**src/hw/ptoc_regs.vh**
```
`ifndef PTOC_REGS_VH
`define PTOC_REGS_VH

// register byte offsets of the global words, then the instance block and word select address fields
`define PTOC_OFS_CTRL 8'h00
`define PTOC_OFS_STATUS 8'h04
`define PTOC_OFS_MASK 8'h08
`define PTOC_OFS_LIVE 8'h0C
`define PTOC_OFS_INST0 2'h1
`define PTOC_OFS_INST1 2'h2
`define PTOC_OFS_PICKUP 2'h0
`define PTOC_OFS_CURVE 2'h1
`define PTOC_OFS_TIMING 2'h2
`define PTOC_OFS_TORQUE 2'h3

// status / mask bit positions, instance 1 sits STAT_INST_STRIDE bits higher
`define PTOC_STAT_PICKUP 0
`define PTOC_STAT_TIMEOUT 1
`define PTOC_STAT_RESET 2
`define PTOC_STAT_INST_STRIDE 4
`define PTOC_STAT_REJECT 8
`define PTOC_STAT_USED 32'h0000_0177

// field layouts
`define PTOC_CTRL_DIR_BIT 2
`define PTOC_CURVE_DIAL_LSB 4
`define PTOC_CURVE_EM_BIT 15
`define PTOC_TIMING_MR_LSB 8
`define PTOC_TIMING_UW_LSB 16

// reset values
`define PTOC_RST_COUNT 2'h1
`define PTOC_RST_PICKUP 9'h064
`define PTOC_RST_CURVE 4'h2
`define PTOC_RST_DIAL 11'h064
`define PTOC_RST_USER_WEIGHT 8'h10
`define PTOC_RST_TORQUE 2'h1

// setting ranges: current in 0.01 A, dial in 0.01, times in quarter power cycles
`define PTOC_PICKUP_MIN 9'd10
`define PTOC_PICKUP_MAX 9'd320
`define PTOC_DIAL_US_MIN 11'd50
`define PTOC_DIAL_US_MAX 11'd1500
`define PTOC_DIAL_IEC_MIN 11'd5
`define PTOC_DIAL_IEC_MAX 11'd100
`define PTOC_DIAL_RC_MIN 11'd10
`define PTOC_DIAL_RC_MAX 11'd200
`define PTOC_TIME_MAX 8'd240
`define PTOC_CURVE_IEC_FIRST 4'd5
`define PTOC_CURVE_RECLOSER 4'd10
`define PTOC_CURVE_USER 4'd11
`define PTOC_TORQUE_TRUE 2'h1
`define PTOC_TORQUE_BIT 2'h2

// timing: one processing interval is a quarter power cycle (60 Hz)
`define PTOC_CLK_PERIOD_NS 100
`define PTOC_INTERVAL_NS 4166667
`define PTOC_INTERVAL_CLKS (`PTOC_INTERVAL_NS / `PTOC_CLK_PERIOD_NS)
`define PTOC_DROPOUT_TICKS 3'd4
`define PTOC_ACC_UNIT 32'd16

`endif

```
**src/hw/ptoc_elem.v**
```verilog
`timescale 1ns/100ps
`include "ptoc_regs.vh"

module ptoc_elem (
  input wire i_core_clk,
  input wire i_nrst,
  input wire i_tick,
  input wire i_enable,
  input wire i_gate,
  input wire [15:0] i_ip,
  input wire [8:0] i_pickup,
  input wire [7:0] i_weight,
  input wire [10:0] i_dial,
  input wire i_em_reset,
  input wire [7:0] i_adder,
  input wire [7:0] i_min_resp,
  output reg o_picked_up,
  output reg o_timed_out,
  output reg o_fully_reset
);

  reg [31:0] acc_r;
  reg [7:0] elapsed_r;
  reg [7:0] add_cnt_r;
  reg [2:0] drop_cnt_r;
  reg [31:0] acc_nxt;

  // an open gate shows the comparator and timers zero current
  wire [15:0] ip_eff = i_gate ? i_ip : 16'h0000;
  wire above = ip_eff > {7'h00, i_pickup};
  wire [15:0] excess = ip_eff - {7'h00, i_pickup};
  // product sized to its full 24 bits before widening, so heavy faults do not wrap
  wire [23:0] inc_prod = i_weight * excess;
  wire [31:0] inc = {8'h00, inc_prod};
  wire [31:0] dec = {15'h0000, i_weight * {8'h00, i_pickup}};
  // dial stretches the full scale only, never the adder or clamp
  wire [31:0] full = i_dial * i_pickup * `PTOC_ACC_UNIT;
  wire curve_done = acc_r >= full;
  wire adder_done = add_cnt_r >= i_adder;
  wire clamp_done = elapsed_r >= i_min_resp;
  wire [32:0] acc_sum = {1'b0, acc_r} + {1'b0, inc};

  // next accumulator value for this interval
  always @* begin
    acc_nxt = acc_r;
    if (above) begin
      if (acc_sum[31:0] >= full || acc_sum[32])
        acc_nxt = full;
      else
        acc_nxt = acc_sum[31:0];
    end else if (i_em_reset) begin
      acc_nxt = (acc_r > dec) ? acc_r - dec : 32'h0000_0000;
    end else if (drop_cnt_r >= `PTOC_DROPOUT_TICKS - 3'd1) begin
      acc_nxt = 32'h0000_0000;
    end
  end

  // all three flags move together, once per interval
  always @(posedge i_core_clk or negedge i_nrst) begin
    if (!i_nrst) begin
      acc_r <= 32'h0000_0000;
      elapsed_r <= 8'h00;
      add_cnt_r <= 8'h00;
      drop_cnt_r <= 3'h0;
      o_picked_up <= 1'b0;
      o_timed_out <= 1'b0;
      o_fully_reset <= 1'b1;
    end else if (i_tick) begin
      if (!i_enable) begin
        acc_r <= 32'h0000_0000;
        elapsed_r <= 8'h00;
        add_cnt_r <= 8'h00;
        drop_cnt_r <= 3'h0;
        o_picked_up <= 1'b0;
        o_timed_out <= 1'b0;
        o_fully_reset <= 1'b1;
      end else if (above) begin
        acc_r <= acc_nxt;
        drop_cnt_r <= 3'h0;
        if (elapsed_r != 8'hFF)
          elapsed_r <= elapsed_r + 8'h01;
        if (curve_done && add_cnt_r != 8'hFF)
          add_cnt_r <= add_cnt_r + 8'h01;
        o_picked_up <= 1'b1;
        o_timed_out <= curve_done && adder_done && clamp_done;
        o_fully_reset <= 1'b0;
      end else begin
        acc_r <= acc_nxt;
        elapsed_r <= 8'h00;
        add_cnt_r <= 8'h00;
        if (drop_cnt_r != 3'h7)
          drop_cnt_r <= drop_cnt_r + 3'h1;
        o_picked_up <= 1'b0;
        o_timed_out <= 1'b0;
        o_fully_reset <= (acc_nxt == 32'h0000_0000);
      end
    end
  end

endmodule

```
**src/hw/ptoc_top.v**
```verilog
// Implementation choices: the Avalon-MM slave port and the register offsets.
`timescale 1ns/100ps
`include "ptoc_regs.vh"

module ptoc_top #(
  parameter PROC_INTERVAL_CLKS = `PTOC_INTERVAL_CLKS
) (
  input wire i_core_clk,
  input wire i_nrst,
  input wire [7:0] i_avs_address,
  input wire i_avs_read,
  input wire i_avs_write,
  input wire [31:0] i_avs_writedata,
  input wire [3:0] i_avs_byteenable,
  output reg [31:0] o_avs_readdata,
  output wire o_avs_waitrequest,
  input wire [15:0] i_ia_mag,
  input wire [15:0] i_ib_mag,
  input wire [15:0] i_ic_mag,
  input wire [1:0] i_dir_permit,
  input wire [1:0] i_torque_bit,
  output wire o_phase_toc1_picked_up,
  output wire o_phase_toc1_timed_out,
  output wire o_phase_toc1_fully_reset,
  output wire o_phase_toc2_picked_up,
  output wire o_phase_toc2_timed_out,
  output wire o_phase_toc2_fully_reset,
  output wire o_irq
);

  ////////////////////////////////////////////////////////////////////////////
  // settings and bus state

  reg [1:0] toc_instance_count_r;
  reg directional_control_enable_r;
  reg [31:0] status_r;
  reg [31:0] mask_r;
  reg [8:0] pickup_r [0:1];
  reg [3:0] curve_r [0:1];
  reg [10:0] dial_r [0:1];
  reg em_reset_r [0:1];
  reg [7:0] adder_r [0:1];
  reg [7:0] min_resp_r [0:1];
  reg [7:0] user_weight_r [0:1];
  reg [1:0] torque_r [0:1];
  reg ack_r;
  reg [31:0] tick_cnt_r;
  reg tick_r;
  reg [5:0] flags_prev_r;
  reg [31:0] rd_val;
  reg [15:0] ip_max;
  reg reject;
  reg [31:0] stat_nxt;
  integer k;

  wire [5:0] flags;
  wire [1:0] gate;
  wire [1:0] enable;
  wire [7:0] weight0;
  wire [7:0] weight1;

  ////////////////////////////////////////////////////////////////////////////
  // helpers

  // relative rate of each curve; the steeper the curve, the larger the weight
  function [7:0] curve_weight;
    input [3:0] curve;
    input [7:0] user_w;
    begin
      case (curve)
        4'd0: curve_weight = 8'd8;
        4'd1: curve_weight = 8'd12;
        4'd2: curve_weight = 8'd16;
        4'd3: curve_weight = 8'd24;
        4'd4: curve_weight = 8'd32;
        4'd5: curve_weight = 8'd6;
        4'd6: curve_weight = 8'd10;
        4'd7: curve_weight = 8'd20;
        4'd8: curve_weight = 8'd28;
        4'd9: curve_weight = 8'd40;
        4'd10: curve_weight = 8'd64;
        default: curve_weight = user_w;
      endcase
    end
  endfunction

  // dial limits follow the family of the curve written with it
  function dial_ok;
    input [3:0] curve;
    input [10:0] dial;
    begin
      if (curve < `PTOC_CURVE_IEC_FIRST)
        dial_ok = (dial >= `PTOC_DIAL_US_MIN) && (dial <= `PTOC_DIAL_US_MAX);
      else if (curve < `PTOC_CURVE_RECLOSER)
        dial_ok = (dial >= `PTOC_DIAL_IEC_MIN) && (dial <= `PTOC_DIAL_IEC_MAX);
      else
        dial_ok = (dial >= `PTOC_DIAL_RC_MIN) && (dial <= `PTOC_DIAL_RC_MAX);
    end
  endfunction

  ////////////////////////////////////////////////////////////////////////////
  // operating quantity and torque gates

  // largest phase magnitude, shared by both instances
  always @* begin
    ip_max = i_ia_mag;
    if (i_ib_mag > ip_max)
      ip_max = i_ib_mag;
    if (i_ic_mag > ip_max)
      ip_max = i_ic_mag;
  end

  // gate per instance; a disabled directional unit always permits
  genvar g;
  generate
    for (g = 0; g < 2; g = g + 1) begin : gate_gen
      wire permit = i_dir_permit[g] | ~directional_control_enable_r;
      wire torque_true = (torque_r[g] == `PTOC_TORQUE_TRUE) ||
                         ((torque_r[g] == `PTOC_TORQUE_BIT) && i_torque_bit[g]);
      assign gate[g] = permit & torque_true;
    end
  endgenerate

  assign enable[0] = (toc_instance_count_r == 2'd1) || (toc_instance_count_r == 2'd2);
  assign enable[1] = (toc_instance_count_r == 2'd2);
  assign weight0 = curve_weight(curve_r[0], user_weight_r[0]);
  assign weight1 = curve_weight(curve_r[1], user_weight_r[1]);

  // processing interval strobe; both instances share it so they stay aligned
  always @(posedge i_core_clk or negedge i_nrst) begin
    if (!i_nrst) begin
      tick_cnt_r <= 32'h0000_0000;
      tick_r <= 1'b0;
    end else if (tick_cnt_r >= PROC_INTERVAL_CLKS - 1) begin
      tick_cnt_r <= 32'h0000_0000;
      tick_r <= 1'b1;
    end else begin
      tick_cnt_r <= tick_cnt_r + 32'h0000_0001;
      tick_r <= 1'b0;
    end
  end

  ////////////////////////////////////////////////////////////////////////////
  // the two elements

  ptoc_elem u_elem0 (
    .i_core_clk(i_core_clk),
    .i_nrst(i_nrst),
    .i_tick(tick_r),
    .i_enable(enable[0]),
    .i_gate(gate[0]),
    .i_ip(ip_max),
    .i_pickup(pickup_r[0]),
    .i_weight(weight0),
    .i_dial(dial_r[0]),
    .i_em_reset(em_reset_r[0]),
    .i_adder(adder_r[0]),
    .i_min_resp(min_resp_r[0]),
    .o_picked_up(flags[0]),
    .o_timed_out(flags[1]),
    .o_fully_reset(flags[2])
  );

  ptoc_elem u_elem1 (
    .i_core_clk(i_core_clk),
    .i_nrst(i_nrst),
    .i_tick(tick_r),
    .i_enable(enable[1]),
    .i_gate(gate[1]),
    .i_ip(ip_max),
    .i_pickup(pickup_r[1]),
    .i_weight(weight1),
    .i_dial(dial_r[1]),
    .i_em_reset(em_reset_r[1]),
    .i_adder(adder_r[1]),
    .i_min_resp(min_resp_r[1]),
    .o_picked_up(flags[3]),
    .o_timed_out(flags[4]),
    .o_fully_reset(flags[5])
  );

  assign o_phase_toc1_picked_up = flags[0];
  assign o_phase_toc1_timed_out = flags[1];
  assign o_phase_toc1_fully_reset = flags[2];
  assign o_phase_toc2_picked_up = flags[3];
  assign o_phase_toc2_timed_out = flags[4];
  assign o_phase_toc2_fully_reset = flags[5];

  ////////////////////////////////////////////////////////////////////////////
  // avalon slave: one wait state, answer on the second cycle

  wire req = i_avs_read | i_avs_write;
  wire wr_go = i_avs_write & ack_r;
  wire inst_hit = (i_avs_address[7:6] == 2'b00) &&
                  ((i_avs_address[5:4] == `PTOC_OFS_INST0) || (i_avs_address[5:4] == `PTOC_OFS_INST1));
  wire idx = (i_avs_address[5:4] == `PTOC_OFS_INST1);
  wire [1:0] sub = i_avs_address[3:2];
  wire [31:0] be_mask = {{8{i_avs_byteenable[3]}}, {8{i_avs_byteenable[2]}},
                         {8{i_avs_byteenable[1]}}, {8{i_avs_byteenable[0]}}};
  wire [31:0] wr_val = (rd_val & ~be_mask) | (i_avs_writedata & be_mask);

  assign o_avs_waitrequest = req & ~ack_r;

  // current value of the addressed word; unmapped words read zero
  always @* begin
    rd_val = 32'h0000_0000;
    if (inst_hit) begin
      case (sub)
        `PTOC_OFS_PICKUP: rd_val = {23'h000000, pickup_r[idx]};
        `PTOC_OFS_CURVE: rd_val = {16'h0000, em_reset_r[idx], dial_r[idx], curve_r[idx]};
        `PTOC_OFS_TIMING: rd_val = {8'h00, user_weight_r[idx], min_resp_r[idx], adder_r[idx]};
        default: rd_val = {30'h00000000, torque_r[idx]};
      endcase
    end else begin
      case (i_avs_address)
        `PTOC_OFS_CTRL: rd_val = {29'h00000000, directional_control_enable_r, toc_instance_count_r};
        `PTOC_OFS_STATUS: rd_val = status_r;
        `PTOC_OFS_MASK: rd_val = mask_r;
        `PTOC_OFS_LIVE: rd_val = {ip_max, 7'h00, gate, flags[5:3], 1'b0, flags[2:0]};
        default: rd_val = 32'h0000_0000;
      endcase
    end
  end

  // range checks on the merged word; a refused write keeps the old setting
  always @* begin
    reject = 1'b0;
    if (wr_go) begin
      if (inst_hit) begin
        case (sub)
          `PTOC_OFS_PICKUP: reject = (wr_val[8:0] < `PTOC_PICKUP_MIN) || (wr_val[8:0] > `PTOC_PICKUP_MAX);
          `PTOC_OFS_CURVE: reject = (wr_val[3:0] > `PTOC_CURVE_USER) ||
                                    !dial_ok(wr_val[3:0], wr_val[14:4]);
          `PTOC_OFS_TIMING: reject = (wr_val[7:0] > `PTOC_TIME_MAX) || (wr_val[15:8] > `PTOC_TIME_MAX);
          default: reject = (wr_val[1:0] != `PTOC_TORQUE_TRUE) && (wr_val[1:0] != `PTOC_TORQUE_BIT);
        endcase
      end else if (i_avs_address == `PTOC_OFS_CTRL) begin
        reject = (wr_val[1:0] != 2'd1) && (wr_val[1:0] != 2'd2);
      end
    end
  end

  // bus handshake and read data
  always @(posedge i_core_clk or negedge i_nrst) begin
    if (!i_nrst) begin
      ack_r <= 1'b0;
      o_avs_readdata <= 32'h0000_0000;
    end else begin
      ack_r <= req & ~ack_r;
      if (i_avs_read & ~ack_r)
        o_avs_readdata <= rd_val;
    end
  end

  // settings written on the accepting edge
  always @(posedge i_core_clk or negedge i_nrst) begin
    if (!i_nrst) begin
      toc_instance_count_r <= `PTOC_RST_COUNT;
      directional_control_enable_r <= 1'b0;
      mask_r <= 32'h0000_0000;
      for (k = 0; k < 2; k = k + 1) begin
        pickup_r[k] <= `PTOC_RST_PICKUP;
        curve_r[k] <= `PTOC_RST_CURVE;
        dial_r[k] <= `PTOC_RST_DIAL;
        em_reset_r[k] <= 1'b0;
        adder_r[k] <= 8'h00;
        min_resp_r[k] <= 8'h00;
        user_weight_r[k] <= `PTOC_RST_USER_WEIGHT;
        torque_r[k] <= `PTOC_RST_TORQUE;
      end
    end else if (wr_go && !reject) begin
      if (inst_hit) begin
        case (sub)
          `PTOC_OFS_PICKUP: pickup_r[idx] <= wr_val[8:0];
          `PTOC_OFS_CURVE: begin
            curve_r[idx] <= wr_val[3:0];
            dial_r[idx] <= wr_val[14:4];
            em_reset_r[idx] <= wr_val[`PTOC_CURVE_EM_BIT];
          end
          `PTOC_OFS_TIMING: begin
            adder_r[idx] <= wr_val[7:0];
            min_resp_r[idx] <= wr_val[15:8];
            user_weight_r[idx] <= wr_val[23:16];
          end
          default: torque_r[idx] <= wr_val[1:0];
        endcase
      end else begin
        case (i_avs_address)
          `PTOC_OFS_CTRL: begin
            toc_instance_count_r <= wr_val[1:0];
            directional_control_enable_r <= wr_val[`PTOC_CTRL_DIR_BIT];
          end
          `PTOC_OFS_MASK: mask_r <= wr_val & `PTOC_STAT_USED;
          default: mask_r <= mask_r;
        endcase
      end
    end
  end

  ////////////////////////////////////////////////////////////////////////////
  // interrupt status: rising flags and refused writes, write one to clear

  wire [5:0] flag_rise = flags & ~flags_prev_r;
  wire stat_wr = wr_go && !inst_hit && (i_avs_address == `PTOC_OFS_STATUS);

  // a new event beats a clear landing in the same cycle
  always @* begin
    stat_nxt = status_r;
    if (stat_wr)
      stat_nxt = status_r & ~(i_avs_writedata & be_mask);
    stat_nxt[2:0] = stat_nxt[2:0] | flag_rise[2:0];
    stat_nxt[`PTOC_STAT_INST_STRIDE + 2:`PTOC_STAT_INST_STRIDE] =
      stat_nxt[`PTOC_STAT_INST_STRIDE + 2:`PTOC_STAT_INST_STRIDE] | flag_rise[5:3];
    if (reject)
      stat_nxt[`PTOC_STAT_REJECT] = 1'b1;
  end

  always @(posedge i_core_clk or negedge i_nrst) begin
    if (!i_nrst) begin
      status_r <= 32'h0000_0000;
      flags_prev_r <= 6'b100100;
    end else begin
      status_r <= stat_nxt & `PTOC_STAT_USED;
      flags_prev_r <= flags;
    end
  end

  assign o_irq = |(status_r & mask_r);

endmodule

```
**config.mk**
```make
export PLATFORM = sky130hd
export DESIGN_NAME = ptoc_top
export DESIGN_NICKNAME = d
export VERILOG_FILES = /design/src/hw/ptoc_elem.v /design/src/hw/ptoc_top.v
export VERILOG_INCLUDE_DIRS = /design/src /design/src/hw
export SDC_FILE = /design/constraint.sdc
export NUM_CORES = 2
export LEC_CHECK = 0
export ABC_AREA = 0
export BUFFER_PORTS_ARGS = -buffer_cell sky130_fd_sc_hd__buf_4
export CORE_AREA = 3 3 280 282
export DETAILED_ROUTE_END_ITERATION = 8
export DIE_AREA = 0 0 283 285
export PLACE_DENSITY_LB_ADDON = 0.15
export SLEW_MARGIN = 30
export SYNTH_ARGS = -nofsm -noshare
export SYNTH_HDL_FRONTEND = slang
export SYNTH_HIERARCHICAL = 1
export SYNTH_SLANG_ARGS = --single-unit
```
**constraint.sdc**
```tcl
create_clock -name i_core_clk -period 10.28 [get_ports i_core_clk]
set_input_delay 0.514 -clock i_core_clk [delete_from_list [all_inputs] [get_ports i_core_clk]]
set_output_delay 0.514 -clock i_core_clk [all_outputs]
set_load 0.05 [all_outputs]
```
=== After elaboration in Yosys (flattened, before gate mapping) ===
Index checks and enable logic that the tools add are counted.
Widths: inputs -> output; s select.

* Bits of input ports: 100
* Output and inout bits: 40
* Logic and storage cells: 321
* Flip-flop bits (word level): 299

* Reductions and logical operators: 51
* Magnitude comparators: 32
* Mux-type cells: 108
* Multiply operators: 6
* $add $sub $neg: 13
* Eq/ne operators: 47
* Bitwise gates (word level): 24

{| class="wikitable"
|+ Operators with widths
! operator !! count
|-
| $mux 32 || 14
|-
| $mux 8 || 22
|-
| $pmux 8 s11 || 2
|-
| $ge 32x24->1 || 4
|-
| $pmux 32 s4 || 1
|-
| $pmux 24 s3 || 1
|-
| $add 32x24->33 || 2
|-
| $gt 32x17->1 || 2
|-
| $logic_not 32->1 || 2
|-
| $mux 16 || 4
|-
| $sub 32x17->32 || 2
|-
| $and 24x24->24 || 2
|-
| $bwmux 16 || 3
|-
| $mul 8x16->24 || 2
|-
| $mux 9 || 5
|-
| $mux 11 || 4
|-
| $mul 11x9->20 || 2
|-
| $mul 8x9->17 || 2
|-
| $add 32x1->32 const B || 1
|-
| $add 8x1->8 const B || 4
|-
| $eq 4x3->1 const B || 8
|-
| $ge 32x16->1 const B || 1
|-
| $ge 8x8->1 || 4
|-
| $gt 16x16->1 || 2
|-
| other kinds (67) || 185
|}

=== Depth between registers and ports, before layout ===
* Depth in word-level cells: 24
* Mapped depth: 66
* Mapped depth without buffers: 62

=== Modules after synthesis ===
The synthesis kept the hierarchy.

{| class="wikitable"
|+ By module, submodules not included
! module !! seq. area each (um^2) !! area each (um^2) !! times used !! cells each
|-
| ptoc_elem (u_elem1) || 1352.5 || 17006.3 || 1 || 2085
|-
| ptoc_elem (u_elem0) || 1352.5 || 16997.6 || 1 || 2096
|-
| ptoc_top || 4805.9 || 10854.2 || 1 || 1055
|}

=== Worst setup path before layout ===
OpenSTA, ideal clock, no wires.

* Path type: in2reg
* Start point: input i_ia_mag[1]
* End point: register u_elem0.o_fully_reset
* Required time: 10.194 ns
* Path buffers: 3
* Setup time: 0.086 ns
* Setup slack: -2.923 ns
* Stages: 60
* Arrival time: 13.117 ns
* Path through: inv_1 ha_1 nor2b_1 o21a_1 o21a_1 o21a_1 o21a_1 o311a_1 clkbuf_1 clkbuf_1 clkbuf_1 a21oi_1 ha_1 a21o_1 a21o_1 a21oi_1 o21ai_0 o311ai_1 (+24 left out) or4_4 a31oi_4 a32oi_1 o21bai_1 xor2_1 ha_1 nor2_1 nor3b_1 o311ai_0 nand4_1 a2111oi_0 and4_4 nand4_2 nor3_4 o21ai_2 a2111oi_4 nand4_1 o31ai_2

* Word-level cells in the longest chain between the ends: 15
* Elaborated cells on any way between the ends: 16
* Those cells by class: add/sub (2); mul (1); order compare (4); mux (7); reduce/logical (2)

{| class="wikitable"
|+ Ends and longest elaborated chain
! element !! line !! source
|-
| start: declaration || ptoc_top.v:17 || <nowiki>input wire [15:0] i_ia_mag,</nowiki>
|-
| $gt 16x16->1 || ptoc_top.v:107 || <nowiki>if (i_ib_mag > ip_max)</nowiki>
|-
| $mux 16 (*) || ptoc_top.v:107 ||
|-
| $gt 16x16->1 || ptoc_top.v:109 || <nowiki>if (i_ic_mag > ip_max)</nowiki>
|-
| $mux 16 (*) || ptoc_top.v:109 ||
|-
| net ip_max[1] || ptoc_top.v:51 || <nowiki>reg [15:0] ip_max;</nowiki>
|-
| $mux 16 (*) || ptoc_elem.v:29 || <nowiki>wire [15:0] ip_eff = i_gate ? i_ip : 16'h0000;</nowiki>
|-
| $sub 16x9->16 || ptoc_elem.v:31 || <nowiki>wire [15:0] excess = ip_eff - {7'h00, i_pickup};</nowiki>
|-
| $mul 8x16->24 || ptoc_elem.v:33 || <nowiki>wire [23:0] inc_prod = i_weight * excess;</nowiki>
|-
| $add 32x24->33 || ptoc_elem.v:41 || <nowiki>wire [32:0] acc_sum = {1'b0, acc_r} + {1'b0, inc};</nowiki>
|-
| $ge 32x24->1 || ptoc_elem.v:47 || <nowiki>if (acc_sum[31:0] >= full || acc_sum[32])</nowiki>
|-
| $logic_or 1x1->1 || ptoc_elem.v:47 ||
|-
| $mux 32 || ptoc_elem.v:47 ||
|-
| $mux 32 || ptoc_elem.v:46 || <nowiki>if (above) begin</nowiki>
|-
| $logic_not 32->1 || ptoc_elem.v:95 || <nowiki>o_fully_reset <= (acc_nxt == 32'h0000_0000);</nowiki>
|-
| $mux 1 (*) || ptoc_elem.v:77 || <nowiki>end else if (above) begin</nowiki>
|-
| $mux 1 (*) || ptoc_elem.v:69 || <nowiki>if (!i_enable) begin</nowiki>
|-
| end signal: assignment || ptoc_elem.v:95 ||
|-
| end: declaration || ptoc_elem.v:19 || <nowiki>output reg o_fully_reset</nowiki>
|}

Mark *: on every way through the listed nets, which the timed path passes. The rest lies on a longest branch.
A chain may end at the register's enable or synchronous reset.

=== Final worst setup path ===
* Start point: input i_ia_mag[1]
* End point: register u_elem1.o_fully_reset

* Word-level cells in the longest chain between the ends: 15
* Elaborated cells on any way between the ends: 16
* Those cells by class: add/sub (2); mul (1); order compare (4); mux (7); reduce/logical (2)

{| class="wikitable"
|+ Ends and longest elaborated chain
! element !! line
|-
| $gt 16x16->1 || ptoc_top.v:107
|-
| $mux 16 (*) || ptoc_top.v:107
|-
| $gt 16x16->1 || ptoc_top.v:109
|-
| $mux 16 (*) || ptoc_top.v:109
|-
| net ip_max[1] || ptoc_top.v:51
|-
| $mux 16 (*) || ptoc_elem.v:29
|-
| $sub 16x9->16 || ptoc_elem.v:31
|-
| $mul 8x16->24 || ptoc_elem.v:33
|-
| $add 32x24->33 || ptoc_elem.v:41
|-
| $ge 32x24->1 || ptoc_elem.v:47
|-
| $logic_or 1x1->1 || ptoc_elem.v:47
|-
| $mux 32 || ptoc_elem.v:47
|-
| $mux 32 || ptoc_elem.v:46
|-
| $logic_not 32->1 || ptoc_elem.v:95
|-
| $mux 1 (*) || ptoc_elem.v:77
|-
| $mux 1 (*) || ptoc_elem.v:69
|-
| end signal: assignment || ptoc_elem.v:95
|-
| end: declaration || ptoc_elem.v:19
|}

Marks and branches as above.

==> impl_results.md <==
* GRT overflow at 0
* Final Setup Violations at 50
* CTS Sinks at 299
* Port Buffers at 130
* Placed cell count at 6673
* CP max-delay cell: fa_1
* GP Congestion at 1.00
* Maxcap violations at 0
* Most used cell, CP: o21a_1
* Synth cell types at 129
* RSZ-0062 raised after global routing: yes
* CTS tree: built
* CP arrival at 12.66 ns
* Finished layout cell area at 0.0544 mm2
* Count of flip-flops with a built-in enable after synthesis at 0
* H-Tree Level Count at 2
* Ys async rst share at 1.00
* Die W at 283 um
* Endpoints failing hold at 0
* DP Wirelength at 112 mm
* Syn_area_per_cell at 8.57 um2
* Syn Inst Count at 5236
* Hold WC Path Type: input port to flop
* Die H at 285 um
* Crit end category: flop
* R2R cell count at 38
* Worst setup path startpoint: i_ia_mag[1]
* Top post-synthesis cells by area: fa_1 19%, dfrtp_1 15%, ha_1 13%
* Pin count of the biggest net entering global routing at 171
* Commonest cells post-synth: 744 x inv_1, 584 x nand2_1, 467 x ha_1, 428 x fa_1, 316 x and2_1
* Reg-to-Reg Start: curve_r[7]
* Routed vias/inst at 6.12
* Max-slew headroom at 0.279
* Leak Pwr at 26.7 nW
* Mapped cell area at 0.0449 mm2
* WL per Instance at 21.3 um
* Reg-to-reg slack, setup at 0.46 ns
* CP Class: input port to flop
* Worst-path maximum fanout at 7
* Clk slew on worst S/H paths at 0.06 ns
* Peak supply drop at 0.407 mV
* # IOs at 140
* Overall Global Routing Usage at 0.348
* Clk_skew at 0.0245 ns
* Worst Max-Slew Pin Slew at 1.08 ns
* Pwr Density at 216 mW/mm2
* Final Max Tran Viols at 0
* Via Count at 41700
* Largest area contributor in the netlist: fa_1
* Layout cells sized above 1 at 0.228
* Cell Area, Placed at 0.0505 mm2
* WP data required at 10.78 ns
* Number of remaining DRC errors at 0
* Core ar. at 0.0759 mm2
* CP endpoint: u_elem1/o_fully_reset
* Setup TNS at -81.38 ns
* Synth-to-layout area growth at 21.3%
* Synth Flop Type: dfrtp_1
* Critical Path Max Stage Delay at 0.51 ns
* Tot Pwr at 11.8 mW
* NumNets Final at 6752
* Worst-skew pair later-pin latency at 0.59 ns
* Inserted Clock Buffers at 37
* Tcrit/Tclk final at 1.18
* First-pass GRT wire length at 226 mm
* Vias in the first global route at 40900
* Critical R2R Capture: u_elem0/o_fully_reset
* Type of origin of the critical path: input port
* Synth top area share at 0.191
* Drt first pass iters at 6
* Critical path's top delay family: compound AO/OA/AOI/OAI gates
* Crit path buf inv count at 11
* CTS root buffer: clkbuf_16
* Synth Register Bits at 299
* Failing checks: setup timing
* Critical path depth at 60
* Minimum clock period after layout at 12.17 ns
* Row cnt at 101
* Non-Filler Instances at 6817
* Starting DRT DRC Count at 4017
* ANT nets after route at 0
* Initial Util at 0.591
* CTS Buffer Depth at 3
* Drt total wl at 145 mm
* FMAX at 0.0822 GHz
* FILL cells at 5743
* Most common cell in the synthesized netlist: inv_1
* Antenna violations before repair at 4
* Die area at 0.0807 mm2
* YS warnings at 6
* Setup WS post-layout at -1.89 ns
* Status: complete, but fails checks
* Sequential area share after synthesis at 0.167
[layer usage]
layer	up-vias	global-route usage	part of all wire
met5	-	0	0.000076
met4	2	0.103	0.034
met3	312	0.0844	0.11
li1	18800	-	-
met2	2099	0.532	0.44
met1	20500	0.491	0.42
[worst min-delay path, delay by kind of cell]
kind / cells / cell delay [ns]
AND/OR/NAND/NOR: 2 / 0.14
buffers and inverters: 1 / 0.08
[worst min-delay path by stage]
stage | endpoint | slack (ns) | cells after the start | from
floorplan | ack_r | 0.22 | 0 | i_nrst
global placement | status_r[0] | 0.40 | 1 | flags_prev_r[0]
detailed placement | status_r[0] | 0.41 | 1 | flags_prev_r[0]
CTS | ack_r | 0.19 | 3 | i_avs_write
global route | ack_r | 0.20 | 3 | i_avs_write
finish | ack_r | 0.21 | 3 | i_avs_write
[flip-flops by register name (all words and copies together), names as in the netlist, 4 cells and up]
name,cells
u_elem1/acc_r,32
user_weight_r,16
u_elem1/add_cnt_r,8
torque_r,4
u_elem0/acc_r,32
mask_r,7
u_elem0/elapsed_r,8
curve_r,8
min_resp_r,16
status_r,7
u_elem0/add_cnt_r,8
dial_r,22
tick_cnt_r,32
adder_r,16
pickup_r,18
o_avs_readdata,32
u_elem1/elapsed_r,8
flags_prev_r,6
[timing repair]
item / CTS / global route
hold buffers: 1 / 0
gates cloned: 2 / 2
endpoints found under the setup margin: 50 / 50
pin swaps: 95 / 148
gates resized for setup: 143 / 233
setup buffers: 35 / 50
endpoints found under the hold margin: 65 / 0
[cell usage in the layout, fill, tap and decap left out, drive strengths merged, types with 23 or more instances in the layout]
cell type | Yosys | final
nor4 | 29 | 29
dfstp | 23 | 23
nor2 | 232 | 232
o22ai | 45 | 45
o211ai | 28 | 28
nand3 | 92 | 92
o21bai | 29 | 29
or3 | 24 | 24
buf | 57 | 699
and2 | 317 | 317
xnor2 | 84 | 84
and3 | 35 | 35
a22o | 44 | 44
mux2i | 56 | 56
dfrtp | 276 | 276
a21oi | 251 | 251
o21a | 48 | 48
clkbuf | 179 | 50
o31ai | 49 | 49
nor3 | 72 | 72
xor2 | 65 | 65
a31oi | 55 | 55
nor2b | 63 | 63
nand2 | 585 | 585
nand2b | 54 | 54
o21ai | 229 | 229
a211oi | 39 | 39
inv | 744 | 748
nand4 | 59 | 60
mux2 | 101 | 101
a21o | 74 | 74
ha | 467 | 467
a221oi | 25 | 25
fa | 428 | 428
[area by class of cell]
| cell class | count | area (um2) | share of cell area |
|---|---|---|---|
| clock inverter | 21 | 424 | 0.00779 |
| tap | 1030 | 1290 | 0.0237 |
| multi-input combinational | 3972 | 35700 | 0.656 |
| clock buffer | 47 | 1020 | 0.0188 |
| timing repair buffer | 703 | 5650 | 0.104 |
| sequential | 299 | 7510 | 0.138 |
| antenna | 1 | 2.50 | 0.0000460 |
| inverter | 744 | 2810 | 0.0516 |
[power breakdown]
group | internal [mW] | switching (mW)
Sequential | 1.21 | 0.0579
Clock | 0.991 | 0.609
Combinational | 4.08 | 4.83
[cells by family (layout without fill, tap and decap cells)]
| family | Yosys count | in the layout | synth area share |
|---|---|---|---|
| buffers and inverters | 981 | 1515 | 0.0871 |
| other | 1 | 17 | 0.0000836 |
| flip-flops | 299 | 299 | 0.167 |
| XOR/XNOR | 149 | 149 | 0.0291 |
| AO/OA/AOI/OAI | 1116 | 1116 | 0.169 |
| adder cells (fa/ha/maj) | 895 | 895 | 0.321 |
| multiplexers | 162 | 162 | 0.0420 |
| AND/OR/NAND/NOR | 1633 | 1634 | 0.184 |
[metrics by stage]
| step | util | hold slack, ns | worst slack [ns] |
|---|---|---|---|
| detailed placement | 0.665 | 0.414 | -2.76 |
| global route | 0.717 | 0.199 | -2.35 |
| floorplan | - | 0.218 | -1.90 |
| finish | 0.717 | 0.210 | -1.89 |
| global placement | 0.665 | 0.403 | -2.56 |
| CTS | 0.696 | 0.186 | -1.66 |
No activity file was read; power rests on OpenSTA's default activity.
